## src/hw/usbh_cfg.svh

```systemverilog
// Purpose: Register indices, field positions, resets and timing counts
// Assumes: 125 MHz clock, byte address equals index times four
// Notes:   Definitions only
`ifndef USBH_CFG_SVH
`define USBH_CFG_SVH
// ==================================================================
// Register indices
`define IDX_PORT_CTRL 7'h01
`define IDX_EP_MODE   7'h0d
`define IDX_RX_ADDR   7'h18
`define IDX_TX_ADDR   7'h1c
`define IDX_AUX_SETUP 7'h36
`define IDX_TOKEN     7'h38
`define IDX_RX_CTRL   7'h3b
`define IDX_TX_LEN    7'h3c
`define IDX_TX_CTRL   7'h3e
`define IDX_STATUS    7'h40
`define IDX_RX_MAX    7'h41
// ==================================================================
// Field positions
`define B_PD_DIS  7
`define B_DP      5
`define B_DM      4
`define B_SLOW    2
`define B_BRST    1
`define B_PEN     0
`define B_TX_EN   6
`define B_TX_DUAL 4
`define B_RX_EN   3
`define B_RX_DUAL 0
`define B_PRE     10
`define B_SOF     2
`define B_AUTO    3
`define B_TOG     2
`define B_RES     0
`define B_DONE    0
`define B_TOG_OK  1
`define B_HS_LSB  4
`define B_RXN_LSB 16
// ==================================================================
// Reset values and sizes
`define RST_PD_DIS 1'b1
`define BUF_SIZE   15'h040
// ==================================================================
// Timing
`define CLK_PERIOD_NS 8
`define FRAME_US      1000
`define DISC_NS       2500
`define FRAME_CYC (`FRAME_US * 1000 / `CLK_PERIOD_NS)
`define DISC_CYC ((`DISC_NS + `CLK_PERIOD_NS - 1) / `CLK_PERIOD_NS)
`endif

```

## src/hw/usbh_pkg.sv

```systemverilog
// Purpose: Types shared by the host port control modules
// Assumes: Nothing
// Notes:   State of each module is one packed struct
package usbh_pkg;
  typedef enum logic [3:0] {
    PID_OUT   = 4'h1,
    PID_ACK   = 4'h2,
    PID_IN    = 4'h9,
    PID_SETUP = 4'hd
  } pid_t;

  typedef enum logic [1:0] {
    X_IDLE = 2'b01,
    X_WAIT = 2'b10
  } xact_st_t;

  typedef struct packed {
    xact_st_t    st;
    logic        is_in;
    logic        link_req;
    logic [3:0]  link_pid;
    logic [3:0]  link_endp;
    logic        link_data1;
    logic        link_expect_hs;
    logic [14:0] link_addr;
    logic [16:0] link_len;
    logic        done;
    logic        tx_flip;
    logic        rx_flip;
    logic        tog_ok;
    logic        no_hs;
    logic [3:0]  hs_pid;
    logic [10:0] rx_len;
  } xact_reg_t;

  typedef struct packed {
    logic        pd_dis;
    logic        low_speed;
    logic        bus_reset;
    logic        port_en;
    logic        tx_en;
    logic        tx_dual;
    logic        rx_en;
    logic        rx_dual;
    logic [15:0] rx_dma;
    logic [15:0] tx_dma;
    logic        pre_en;
    logic        sof_en;
    logic [7:0]  token;
    logic        rx_auto;
    logic        rx_tog;
    logic [16:0] tx_len;
    logic        tx_auto;
    logic        tx_tog;
    logic        tx_res;
    logic        done_flag;
    logic [10:0] rx_max;
    logic        dp_s1;
    logic        dp_s2;
    logic        dm_s1;
    logic        dm_s2;
    logic [8:0]  se0_cnt;
    logic [16:0] frame_cnt;
    logic        sof_req;
    logic        start;
    logic        waitrequest;
    logic [31:0] readdata;
    logic        pulldown_en;
    logic        line_oe;
  } ctrl_reg_t;
endpackage

```

## src/hw/usbh_xact.sv

```systemverilog
// Purpose: Host transaction sequencer toward the serial engine
// Assumes: Start is a one-cycle pulse, link_done a one-cycle pulse
// Notes:   Token with a disabled endpoint is ignored
`timescale 1ns/1ps
`include "usbh_cfg.svh"
module usbh_xact
  import usbh_pkg::*;
(
  input  logic        clk,
  input  logic        srst,
  input  logic        start,
  input  logic [7:0]  token,
  input  logic        tx_en,
  input  logic        tx_dual,
  input  logic        tx_tog,
  input  logic        tx_res,
  input  logic [15:0] tx_dma,
  input  logic [16:0] tx_len,
  input  logic        rx_en,
  input  logic        rx_dual,
  input  logic        rx_tog,
  input  logic [15:0] rx_dma,
  input  logic [10:0] rx_max,
  input  logic        link_done,
  input  logic [3:0]  link_hs_pid,
  input  logic        link_rx_ok,
  input  logic        link_rx_data1,
  input  logic [10:0] link_rx_len,
  input  logic        link_rx_no_hs,
  output logic        busy,
  output xact_reg_t   q
);
  localparam xact_reg_t XACT_RST = '{st: X_IDLE, default: '0};
  xact_reg_t   s;
  xact_reg_t   n;
  logic        is_in;
  logic        is_out;
  logic [14:0] tx_base;
  logic [14:0] rx_base;

  // ================================================================
  // Buffer selection and sequencing
  always_comb begin
    n = s;
    n.done = 1'b0;
    n.tx_flip = 1'b0;
    n.rx_flip = 1'b0;
    is_in = token[7:4] == PID_IN;
    is_out = token[7:4] == PID_OUT || token[7:4] == PID_SETUP;
    tx_base = tx_dma[14:0] + ((tx_dual && tx_tog) ? `BUF_SIZE : 15'h0);
    rx_base = rx_dma[14:0] + ((rx_dual && rx_tog) ? `BUF_SIZE : 15'h0);
    case (s.st)
      X_IDLE: begin
        if (start && ((is_in && rx_en) || (is_out && tx_en))) begin
          n.st = X_WAIT;
          n.is_in = is_in;
          n.link_req = 1'b1;
          n.link_pid = token[7:4];
          n.link_endp = token[3:0];
          n.link_data1 = is_in ? rx_tog : tx_tog;
          n.link_expect_hs = is_in ? 1'b1 : !tx_res;
          n.link_addr = is_in ? rx_base : tx_base;
          n.link_len = is_in ? {6'h00, rx_max} : tx_len;
        end
      end
      X_WAIT: begin
        if (link_done) begin
          n.st = X_IDLE;
          n.link_req = 1'b0;
          n.done = 1'b1;
          n.hs_pid = link_hs_pid;
          if (s.is_in) begin
            n.rx_len = link_rx_len;
            n.tog_ok = link_rx_data1 == rx_tog;
            n.no_hs = link_rx_no_hs;
            n.rx_flip = link_rx_ok && link_rx_data1 == rx_tog;
          end else begin
            n.tx_flip = !s.link_expect_hs || link_hs_pid == PID_ACK;
          end
        end
      end
      default: n = XACT_RST;
    endcase
  end

  always_ff @(posedge clk) begin
    if (srst) begin
      s <= XACT_RST;
    end else begin
      s <= n;
    end
  end

  assign q = s;
  assign busy = s.st == X_WAIT;
endmodule // usbh_xact

```

## src/hw/usbh_port_ctrl.sv

```systemverilog
// Purpose: Host port control, endpoint setup and register slave
// Assumes: Avalon-MM byte addresses, index times four per register
// Notes:   Serial engine sits outside on the link ports
//
// Local design decisions: the Avalon-MM register port and the placing of the registers.
`timescale 1ns/1ps
`include "usbh_cfg.svh"
module usbh_port_ctrl
  import usbh_pkg::*;
#(
  parameter int unsigned FRAME_CYCLES = `FRAME_CYC
)(
  input  logic        clk,
  input  logic        srst,
  input  logic [8:0]  address,
  input  logic        read,
  input  logic        write,
  input  logic [3:0]  byteenable,
  input  logic [31:0] writedata,
  output logic [31:0] readdata,
  output logic        waitrequest,
  input  logic        dp_in,
  input  logic        dm_in,
  output logic        dp_out,
  output logic        dm_out,
  output logic        dp_oe,
  output logic        dm_oe,
  output logic        pulldown_en,
  output logic        link_req,
  output logic [3:0]  link_pid,
  output logic [3:0]  link_endp,
  output logic        link_data1,
  output logic        link_expect_hs,
  output logic [14:0] link_addr,
  output logic [16:0] link_len,
  output logic        link_slow_rate,
  output logic        link_preamble,
  output logic        sof_req,
  input  logic        link_done,
  input  logic [3:0]  link_hs_pid,
  input  logic        link_rx_ok,
  input  logic        link_rx_data1,
  input  logic [10:0] link_rx_len,
  input  logic        link_rx_no_hs
);
  localparam logic [16:0] FRAME_LAST = 17'(FRAME_CYCLES - 1);
  localparam logic [8:0]  DISC_LAST = 9'(`DISC_CYC - 1);
  localparam ctrl_reg_t CTRL_RST = '{
    pd_dis: `RST_PD_DIS,
    waitrequest: 1'b1,
    default: '0
  };

  if (FRAME_CYCLES < 16 || FRAME_CYCLES > 131072) begin : g_bad_frame
    $error("FRAME_CYCLES outside 16..131072");
  end

  ctrl_reg_t   s;
  ctrl_reg_t   n;
  xact_reg_t   x;
  logic        busy;
  logic        acc;
  logic        se0;
  logic [6:0]  idx;
  logic [31:0] m;
  logic [31:0] rd;
  logic [31:0] mrg;

  // ================================================================
  // Register read image
  function automatic logic [31:0] reg_word(
    input logic [6:0] i,
    input ctrl_reg_t  c,
    input xact_reg_t  t
  );
    logic [31:0] w;
    w = 32'h0000_0000;
    case (i)
      `IDX_PORT_CTRL: begin
        w[`B_PD_DIS] = c.pd_dis;
        w[`B_DP] = c.dp_s2;
        w[`B_DM] = c.dm_s2;
        w[`B_SLOW] = c.low_speed;
        w[`B_BRST] = c.bus_reset;
        w[`B_PEN] = c.port_en;
      end
      `IDX_EP_MODE: begin
        w[`B_TX_EN] = c.tx_en;
        w[`B_TX_DUAL] = c.tx_dual;
        w[`B_RX_EN] = c.rx_en;
        w[`B_RX_DUAL] = c.rx_dual;
      end
      `IDX_RX_ADDR: w[15:0] = c.rx_dma;
      `IDX_TX_ADDR: w[15:0] = c.tx_dma;
      `IDX_AUX_SETUP: begin
        w[`B_PRE] = c.pre_en;
        w[`B_SOF] = c.sof_en;
      end
      `IDX_TOKEN: w[7:0] = c.token;
      `IDX_RX_CTRL: begin
        w[`B_AUTO] = c.rx_auto;
        w[`B_TOG] = c.rx_tog;
        w[`B_RES] = t.no_hs;
      end
      `IDX_TX_LEN: w[16:0] = c.tx_len;
      `IDX_TX_CTRL: begin
        w[`B_AUTO] = c.tx_auto;
        w[`B_TOG] = c.tx_tog;
        w[`B_RES] = c.tx_res;
      end
      `IDX_STATUS: begin
        w[`B_DONE] = c.done_flag;
        w[`B_TOG_OK] = t.tog_ok;
        w[`B_HS_LSB +: 4] = t.hs_pid;
        w[`B_RXN_LSB +: 11] = t.rx_len;
      end
      `IDX_RX_MAX: w[10:0] = c.rx_max;
      default: w = 32'h0000_0000;
    endcase
    return w;
  endfunction

  // ================================================================
  // Next state
  always_comb begin
    n = s;
    n.start = 1'b0;
    n.sof_req = 1'b0;
    n.dp_s1 = dp_in;
    n.dp_s2 = s.dp_s1;
    n.dm_s1 = dm_in;
    n.dm_s2 = s.dm_s1;
    idx = address[8:2];
    m = {{8{byteenable[3]}}, {8{byteenable[2]}},
         {8{byteenable[1]}}, {8{byteenable[0]}}};
    rd = reg_word(idx, s, x);
    mrg = (rd & ~m) | (writedata & m);
    acc = (read || write) && !s.waitrequest;
    se0 = !s.dp_s2 && !s.dm_s2;
    if ((read || write) && s.waitrequest) begin
      n.waitrequest = 1'b0;
      n.readdata = read ? rd : 32'h0000_0000;
    end else begin
      n.waitrequest = 1'b1;
    end
    if (acc && write) begin
      case (idx)
        `IDX_PORT_CTRL: begin
          n.pd_dis = mrg[`B_PD_DIS];
          n.low_speed = mrg[`B_SLOW];
          n.bus_reset = mrg[`B_BRST];
          n.port_en = mrg[`B_PEN];
        end
        `IDX_EP_MODE: begin
          n.tx_en = mrg[`B_TX_EN];
          n.tx_dual = mrg[`B_TX_DUAL];
          n.rx_en = mrg[`B_RX_EN];
          n.rx_dual = mrg[`B_RX_DUAL];
        end
        `IDX_RX_ADDR: n.rx_dma = mrg[15:0];
        `IDX_TX_ADDR: n.tx_dma = mrg[15:0];
        `IDX_AUX_SETUP: begin
          n.pre_en = mrg[`B_PRE];
          n.sof_en = mrg[`B_SOF];
        end
        `IDX_TOKEN: begin
          n.token = mrg[7:0];
          n.start = byteenable[0] && s.port_en && !s.bus_reset && !busy;
        end
        `IDX_RX_CTRL: begin
          n.rx_auto = mrg[`B_AUTO];
          n.rx_tog = mrg[`B_TOG];
        end
        `IDX_TX_LEN: n.tx_len = mrg[16:0];
        `IDX_TX_CTRL: begin
          n.tx_auto = mrg[`B_AUTO];
          n.tx_tog = mrg[`B_TOG];
          n.tx_res = mrg[`B_RES];
        end
        `IDX_STATUS: begin
          if (writedata[`B_DONE] && byteenable[0]) begin
            n.done_flag = 1'b0;
          end
        end
        `IDX_RX_MAX: n.rx_max = mrg[10:0];
        default: n.token = s.token;
      endcase
    end
    // Hardware events win over software writes
    if (x.done) begin
      n.done_flag = 1'b1;
    end
    if (x.tx_flip && s.tx_auto) begin
      n.tx_tog = !s.tx_tog;
    end
    if (x.rx_flip && s.rx_auto) begin
      n.rx_tog = !s.rx_tog;
    end
    // Disconnect watch
    if (s.port_en && !s.bus_reset && se0) begin
      if (s.se0_cnt == DISC_LAST) begin
        n.port_en = 1'b0;
        n.se0_cnt = 9'h000;
      end else begin
        n.se0_cnt = s.se0_cnt + 9'h001;
      end
    end else begin
      n.se0_cnt = 9'h000;
    end
    // Frame timer
    if (s.sof_en && s.port_en && !s.bus_reset) begin
      if (s.frame_cnt == FRAME_LAST) begin
        n.frame_cnt = 17'h00000;
        n.sof_req = 1'b1;
      end else begin
        n.frame_cnt = s.frame_cnt + 17'h00001;
      end
    end else begin
      n.frame_cnt = 17'h00000;
    end
    n.pulldown_en = !n.pd_dis;
    n.line_oe = n.bus_reset;
  end

  always_ff @(posedge clk) begin
    if (srst) begin
      s <= CTRL_RST;
    end else begin
      s <= n;
    end
  end

  // ================================================================
  // Transaction sequencer
  usbh_xact u_xact (
    .clk           (clk),
    .srst          (srst),
    .start         (s.start),
    .token         (s.token),
    .tx_en         (s.tx_en),
    .tx_dual       (s.tx_dual),
    .tx_tog        (s.tx_tog),
    .tx_res        (s.tx_res),
    .tx_dma        (s.tx_dma),
    .tx_len        (s.tx_len),
    .rx_en         (s.rx_en),
    .rx_dual       (s.rx_dual),
    .rx_tog        (s.rx_tog),
    .rx_dma        (s.rx_dma),
    .rx_max        (s.rx_max),
    .link_done     (link_done),
    .link_hs_pid   (link_hs_pid),
    .link_rx_ok    (link_rx_ok),
    .link_rx_data1 (link_rx_data1),
    .link_rx_len   (link_rx_len),
    .link_rx_no_hs (link_rx_no_hs),
    .busy          (busy),
    .q             (x)
  );

  // ================================================================
  // Outputs
  assign readdata = s.readdata;
  assign waitrequest = s.waitrequest;
  assign dp_out = 1'b0 & s.line_oe;
  assign dm_out = 1'b0 & s.line_oe;
  assign dp_oe = s.line_oe;
  assign dm_oe = s.line_oe;
  assign pulldown_en = s.pulldown_en;
  assign link_req = x.link_req;
  assign link_pid = x.link_pid;
  assign link_endp = x.link_endp;
  assign link_data1 = x.link_data1;
  assign link_expect_hs = x.link_expect_hs;
  assign link_addr = x.link_addr;
  assign link_len = x.link_len;
  assign link_slow_rate = s.low_speed;
  assign link_preamble = s.pre_en;
  assign sof_req = s.sof_req;

  logic port_wr;
  assign port_wr = write && !waitrequest && idx == `IDX_PORT_CTRL &&
                   byteenable[0];
endmodule // usbh_port_ctrl

```

## config.mk

```make
export PLATFORM = sky130hd
export DESIGN_NAME = usbh_port_ctrl
export DESIGN_NICKNAME = d
export VERILOG_FILES = /design/src/hw/usbh_pkg.sv /design/src/hw/usbh_xact.sv /design/src/hw/usbh_port_ctrl.sv
export VERILOG_INCLUDE_DIRS = /design/src /design/src/hw
export SDC_FILE = /design/constraint.sdc
export NUM_CORES = 1
export LEC_CHECK = 0
export ABC_AREA = 0
export BUFFER_PORTS_ARGS = -buffer_cell sky130_fd_sc_hd__buf_2
export CAP_MARGIN = 15
export CORE_UTILIZATION = 57
export CTS_CLUSTER_DIAMETER = 150
export CTS_CLUSTER_SIZE = 14
export DETAILED_ROUTE_END_ITERATION = 10
export GPL_TIMING_DRIVEN = 1
export MAX_ROUTING_LAYER = met4
export PLACE_DENSITY = 0.77
export SLEW_MARGIN = 10
export SYNTH_ARGS = -nofsm -noshare
export SYNTH_HDL_FRONTEND = slang
export SYNTH_SLANG_ARGS = --single-unit
```

## constraint.sdc

```tcl
create_clock -name clk -period 2.81 [get_ports clk]
set_input_delay 0.562 -clock clk [delete_from_list [all_inputs] [get_ports clk]]
set_output_delay 0.562 -clock clk [all_outputs]
set_load 0.05 [all_outputs]
```

* Word-level counts from Yosys, hierarchy flattened
Cells that the tools add are included.
** Cells by class
- Multiplexer cells :: 52
- Reduce and logical (&&, ||, !) cells :: 62
- Bitwise gates (word level) :: 10
- $add $sub $neg :: 4
- Equal/unequal tests :: 23
** Operator list (count)
- 84-bit two-way mux :: 1
- 42-bit case mux with 2 select lines :: 1
- 46-bit two-way mux :: 1
- 20-bit case mux with 2 select lines :: 1
- 7-bit by 6-bit == test with 1-bit output (second input constant) :: 5
- 17-bit AND :: 2
- 17-bit two-way mux :: 2
- 16-bit two-way mux :: 2
- 15-bit adder :: 2
- 2-bit AND reduction :: 15
- 1-bit case mux with 7 select lines :: 4
- 27-bit two-way mux :: 1
- 11-bit two-way mux :: 2
- 1-bit logical AND :: 20
- 20-bit two-way mux :: 1
- 17-bit by 1-bit adder with 17-bit output (second input constant) :: 1
- 17-bit == test (second input constant) :: 1
- 17-bit NOT :: 1
- 17-bit bitwise OR :: 1
- 1-bit case mux with 8 select lines :: 2
- 15-bit two-way mux :: 1
- 5-bit case mux with 3 select lines :: 1
- 7-bit by 5-bit == test with 1-bit output (second input constant) :: 2
- 7-bit == test (second input constant) :: 2
- other kinds (32) :: 79
** Word-level totals
- Flip-flop bits (word level) :: 216
- Output and inout bits :: 84
- Word-level logic and storage cells :: 199
- Input bits :: 70

* Longest topological paths before layout
- Depth in word-level cells :: 8
- Mapped depth :: 8
- Gate-level depth less buffers :: 8

* Hierarchy
A second synthesis with hierarchy kept.
** Unflattened totals
- Cell total of the unflattened synthesis :: 1126
- Area total of the unflattened synthesis :: 9885.7 sq um
** By module, submodules not included
- usbh_port_ctrl :: area an instance 6977.9 sq um, sequential area each 2902.8 sq um, cells an instance 821, instances 1
- usbh_xact :: area an instance 2907.8 sq um, sequential area each 1301.2 sq um, cells an instance 305, instances 1

* Least setup slack after synthesis
Ideal clock, no wire load.
- Path kind :: register -> register
- Start point :: register, netlist name u_xact.q[62]
- End point :: register u_xact.s, in the netlist u_xact.q[0]
- Required time :: 2.744 ns
- Data arrival time :: 2.179 ns
- Cell stages (with the launch flop) :: 8
- Period minus slack after synthesis :: 2.245 ns
- Setup slack :: 0.565 ns
- Buffers on the path :: 2
- Setup time :: 0.066 ns
- Cells stage by stage :: dfxtp_1 ha_1 clkbuf_1 clkbuf_1 nand3b_1 nor3_2 a22oi_1 nor2_1
** RTL lines
- end signal: assignment :: line usbh_xact.sv:90 : s <= n;
- end: declaration :: line usbh_xact.sv:34 : xact_reg_t s;

==> run summary <==
Setup Crit Path Kind: flop to flop
Final Util: 63.4%
Hold Buf Count CTS: 0
area delta synth->final: 8.42%
Seq/Total Area, Yosys: 41.4%
Post-synth EDFFs: 0
skew final: 34.8 ps
Final GP Congestion: 0.997
kind of cell adding the most delay to the critical path: simple AND/OR/NAND/NOR gates
hold path cells: 2
Worst Setup Start Kind: flop
crit-path max FO: 26
Ports: 154
final instance area: 11,000 um2
max-cap viol count: 0
CTS Buf Count: 18
Die Wd: 135 um
status: completed
Synth Area in Adders: 1.11%
Worst-Skew Late Latency: 510 ps
element type at the critical path end: flop
final setup fails: 0
post-synthesis async set-or-reset flop share: 0%
Ys Warns: 0
delay of the slowest cell on the worst path: 660 ps
number of global-route vias before repair: 7,921
R2R Path End: u_xact.q[43]
Tmin final: 2250 ps
Yosys cell types: 73
leakage power: 4.16 nW
final WL: 27,100 um
initial antenna violation count: 0
H-tree levels: 1
max-slew violations: 0
Clock transition at path regs: 70 ps
post-CTS setup buffers: 0
fin worst setup slack: 565 ps
worst slew pin tran: 947 ps
Root Buffer: clkbuf_16
R2R setup slack: 560 ps
peak supply drop: 0.401 mV
Yosys reg bits: 210
CP Buf/Inv Count: 2
RSZ-0062 raised after global routing: false
hpwl dp: 18,900 um
Post-Route Hold Slack: 282 ps
Post-Syn Area: 10,100 um2
clk buf depth: 3
Final Cycle Share: 79.9%
DRT Pass-1 Iters: 6
most used flip-flop cell after synthesis: dfxtp_1
main combinational cell family by area after synthesis: simple AND/OR/NAND/NOR gates
Routed Antenna Nets: 0
slowest CP cell: or4_1
n_diodes: 0
Clock Sinks: 210
most frequent cells in the layout: dfxtp_1, buf_2, nor2_1
CTS tree: done
Fmax: 0.445 GHz
most used cell, CP: inv_1
largest net degree at the start of global routing: 107
PwrDens: 538 nW/um2
Routed wire per std cell: 18.9 um
hold path endpoint: u_xact.q[13]
DP Area: 10,500 um2
HP Start: link_hs_pid[2]
critical-path cell list: inv_1 -> ha_1 -> inv_1 -> or4_1 -> a21oi_1
worst min path class: input port to flop
multiplexer area fraction after synthesis: 5.54%
worst reg2reg path startpoint: u_xact.q[62]
Slew headroom: 36.4%
pre-CTS setup slack: 198 ps
commonest non-fill, non-tap cell in the layout: dfxtp_1
Final Hold Viols: 0
GR Util All Layers: 30.3%
Compound-Gate Fraction of Synth Area: 17.9%
GRT Residual Overflow: 0
worst reg2reg path depth: 5
TNS Setup: 0 ps
first-pass GRT wire length: 42,700 um
Initial DRC Count: 705
Post-Synth Simple-Gate Area: 21.7%
cts repair resizes: 0
Initial Util: 58.5%
CP required: 3220 ps
Core Area: 17,400 um2
share of layout cells above drive strength 1: 18.4%
die area: 18,300 um2
syn avg cell area: 8.67 um2
PortBufs: 128
die height: 135 um
vias per std cell: 6.12
xor and xnor area share after synthesis: 2.85%
Row Count: 48
Mapped Cells: 1,170
# DRC: 0
CP Data Arrival Time: 2650 ps
nets@finish: 1,287
Vias: 8,768
## how the worst max path moves through the flow
stage | depth (start not counted) | to | slack (ps) | startpoint
2_1_floorplan | 7 | u_xact.q[0] | 560 | u_xact.q[62]
3_3_place_gp | 6 | s[147] | 180 | address[8]
3_5_place_dp | 6 | s[79] | 200 | address[8]
4_1_cts | 5 | u_xact.q[43] | 580 | u_xact.q[62]
5_1_grt | 5 | u_xact.q[22] | 420 | u_xact.q[62]
6_report | 5 | u_xact.q[43] | 560 | u_xact.q[62]
## cell usage after synthesis (3+ instances only)
master     instances  area share [%]
nor2_1           103             3.8
nand3b_1           3            0.22
a21oi_1           68             3.4
mux2i_1           37             3.6
nand2_1           45             1.7
nand2b_1          13            0.80
nand4_1           16            0.99
clkbuf_1          58             2.1
or4_1             25             1.8
o211ai_1           8            0.59
o31ai_1           16             1.2
a211oi_1          10            0.74
o311ai_2           4            0.64
xor2_1            19             1.6
and4b_1            3            0.30
dfxtp_1          210              41
ha_1               9             1.1
buf_4             77             5.7
o21ai_0          100             4.9
o21a_1             6            0.44
buf_2             10            0.49
inv_1             15            0.55
o221ai_1           3            0.26
xnor2_1           14             1.2
nand4b_1           7            0.60
a22o_1             4            0.35
and2_1             9            0.55
nor4_1             3            0.18
nor2b_1           13            0.80
o21ai_1            3            0.15
nand3_1          100             4.9
or3_1             10            0.62
and3_1            13            0.80
a32o_1             3            0.30
buf_1              6            0.22
o2bb2ai_1          3            0.26
a22oi_1           36             2.7
o41ai_1            3            0.26
buf_6              3            0.33
mux2_2            13             1.4
nor3_1            25             1.2
## flip-flops by register name (all words and copies together) (netlist names)
signal and count:
link_preamble 1, n 2, pulldown_en 1, u_xact.q 65
link_slow_rate 1, sof_req 1, dm_oe 1, waitrequest 1
s 110, readdata 27
## area by class of cell
type                    count  area [um2]
flip-flops and latches    210        4200
inverters                  15        56.3
clock buffers              18         450
well taps                 225         282
clock inverters             1        16.3
multi-input cells         797        5020
fillers                  1515        6350
repair buffers            166         978
## worst register-to-register path, stage by stage, from the launching register on
cell     delay, ps
dfxtp_1        340
inv_1           70
ha_1           450
inv_1          470
or4_1          660
a21oi_1        160
## through the flow
| step | std cells | power [mW] |
|---|---|---|
| floorplan | 1176 | 3.54 |
| global placement | 1413 | 3.76 |
| detailed placement | 1413 | 3.77 |
| CTS | 1432 | 5.94 |
| global route | 1432 | 6.13 |
| finish | 1432 | 5.92 |
## logic make-up (layout without fill, tap and decap cells)
logic type / after synthesis / in the layout
buf+inv: 169 / 200
simple gates: 409 / 409
other cells: 1 / 7
xor+xnor: 33 / 33
compound gates: 287 / 287
mux: 52 / 52
fa+ha+maj: 9 / 9
flops: 210 / 210
## where the power goes
group | switching (mW) | internal (mW) | leakage [nW]
sequential | 0.0128 | 2.99 | 1.69
combinational | 0.546 | 0.159 | 2.24
clock | 1.07 | 1.14 | 0.229
total | 1.62 | 4.29 | 4.16
## layer usage
metal  global-route usage, %  vias up  wire (um)
met3                    5.87       40       2500
li1                        -     4237          -
met5                       -        -          0
met1                    43.5     4112      12500
met2                    43.6      379      11600
met4                    6.87        0        487
(Power assumes the default switching activity.)
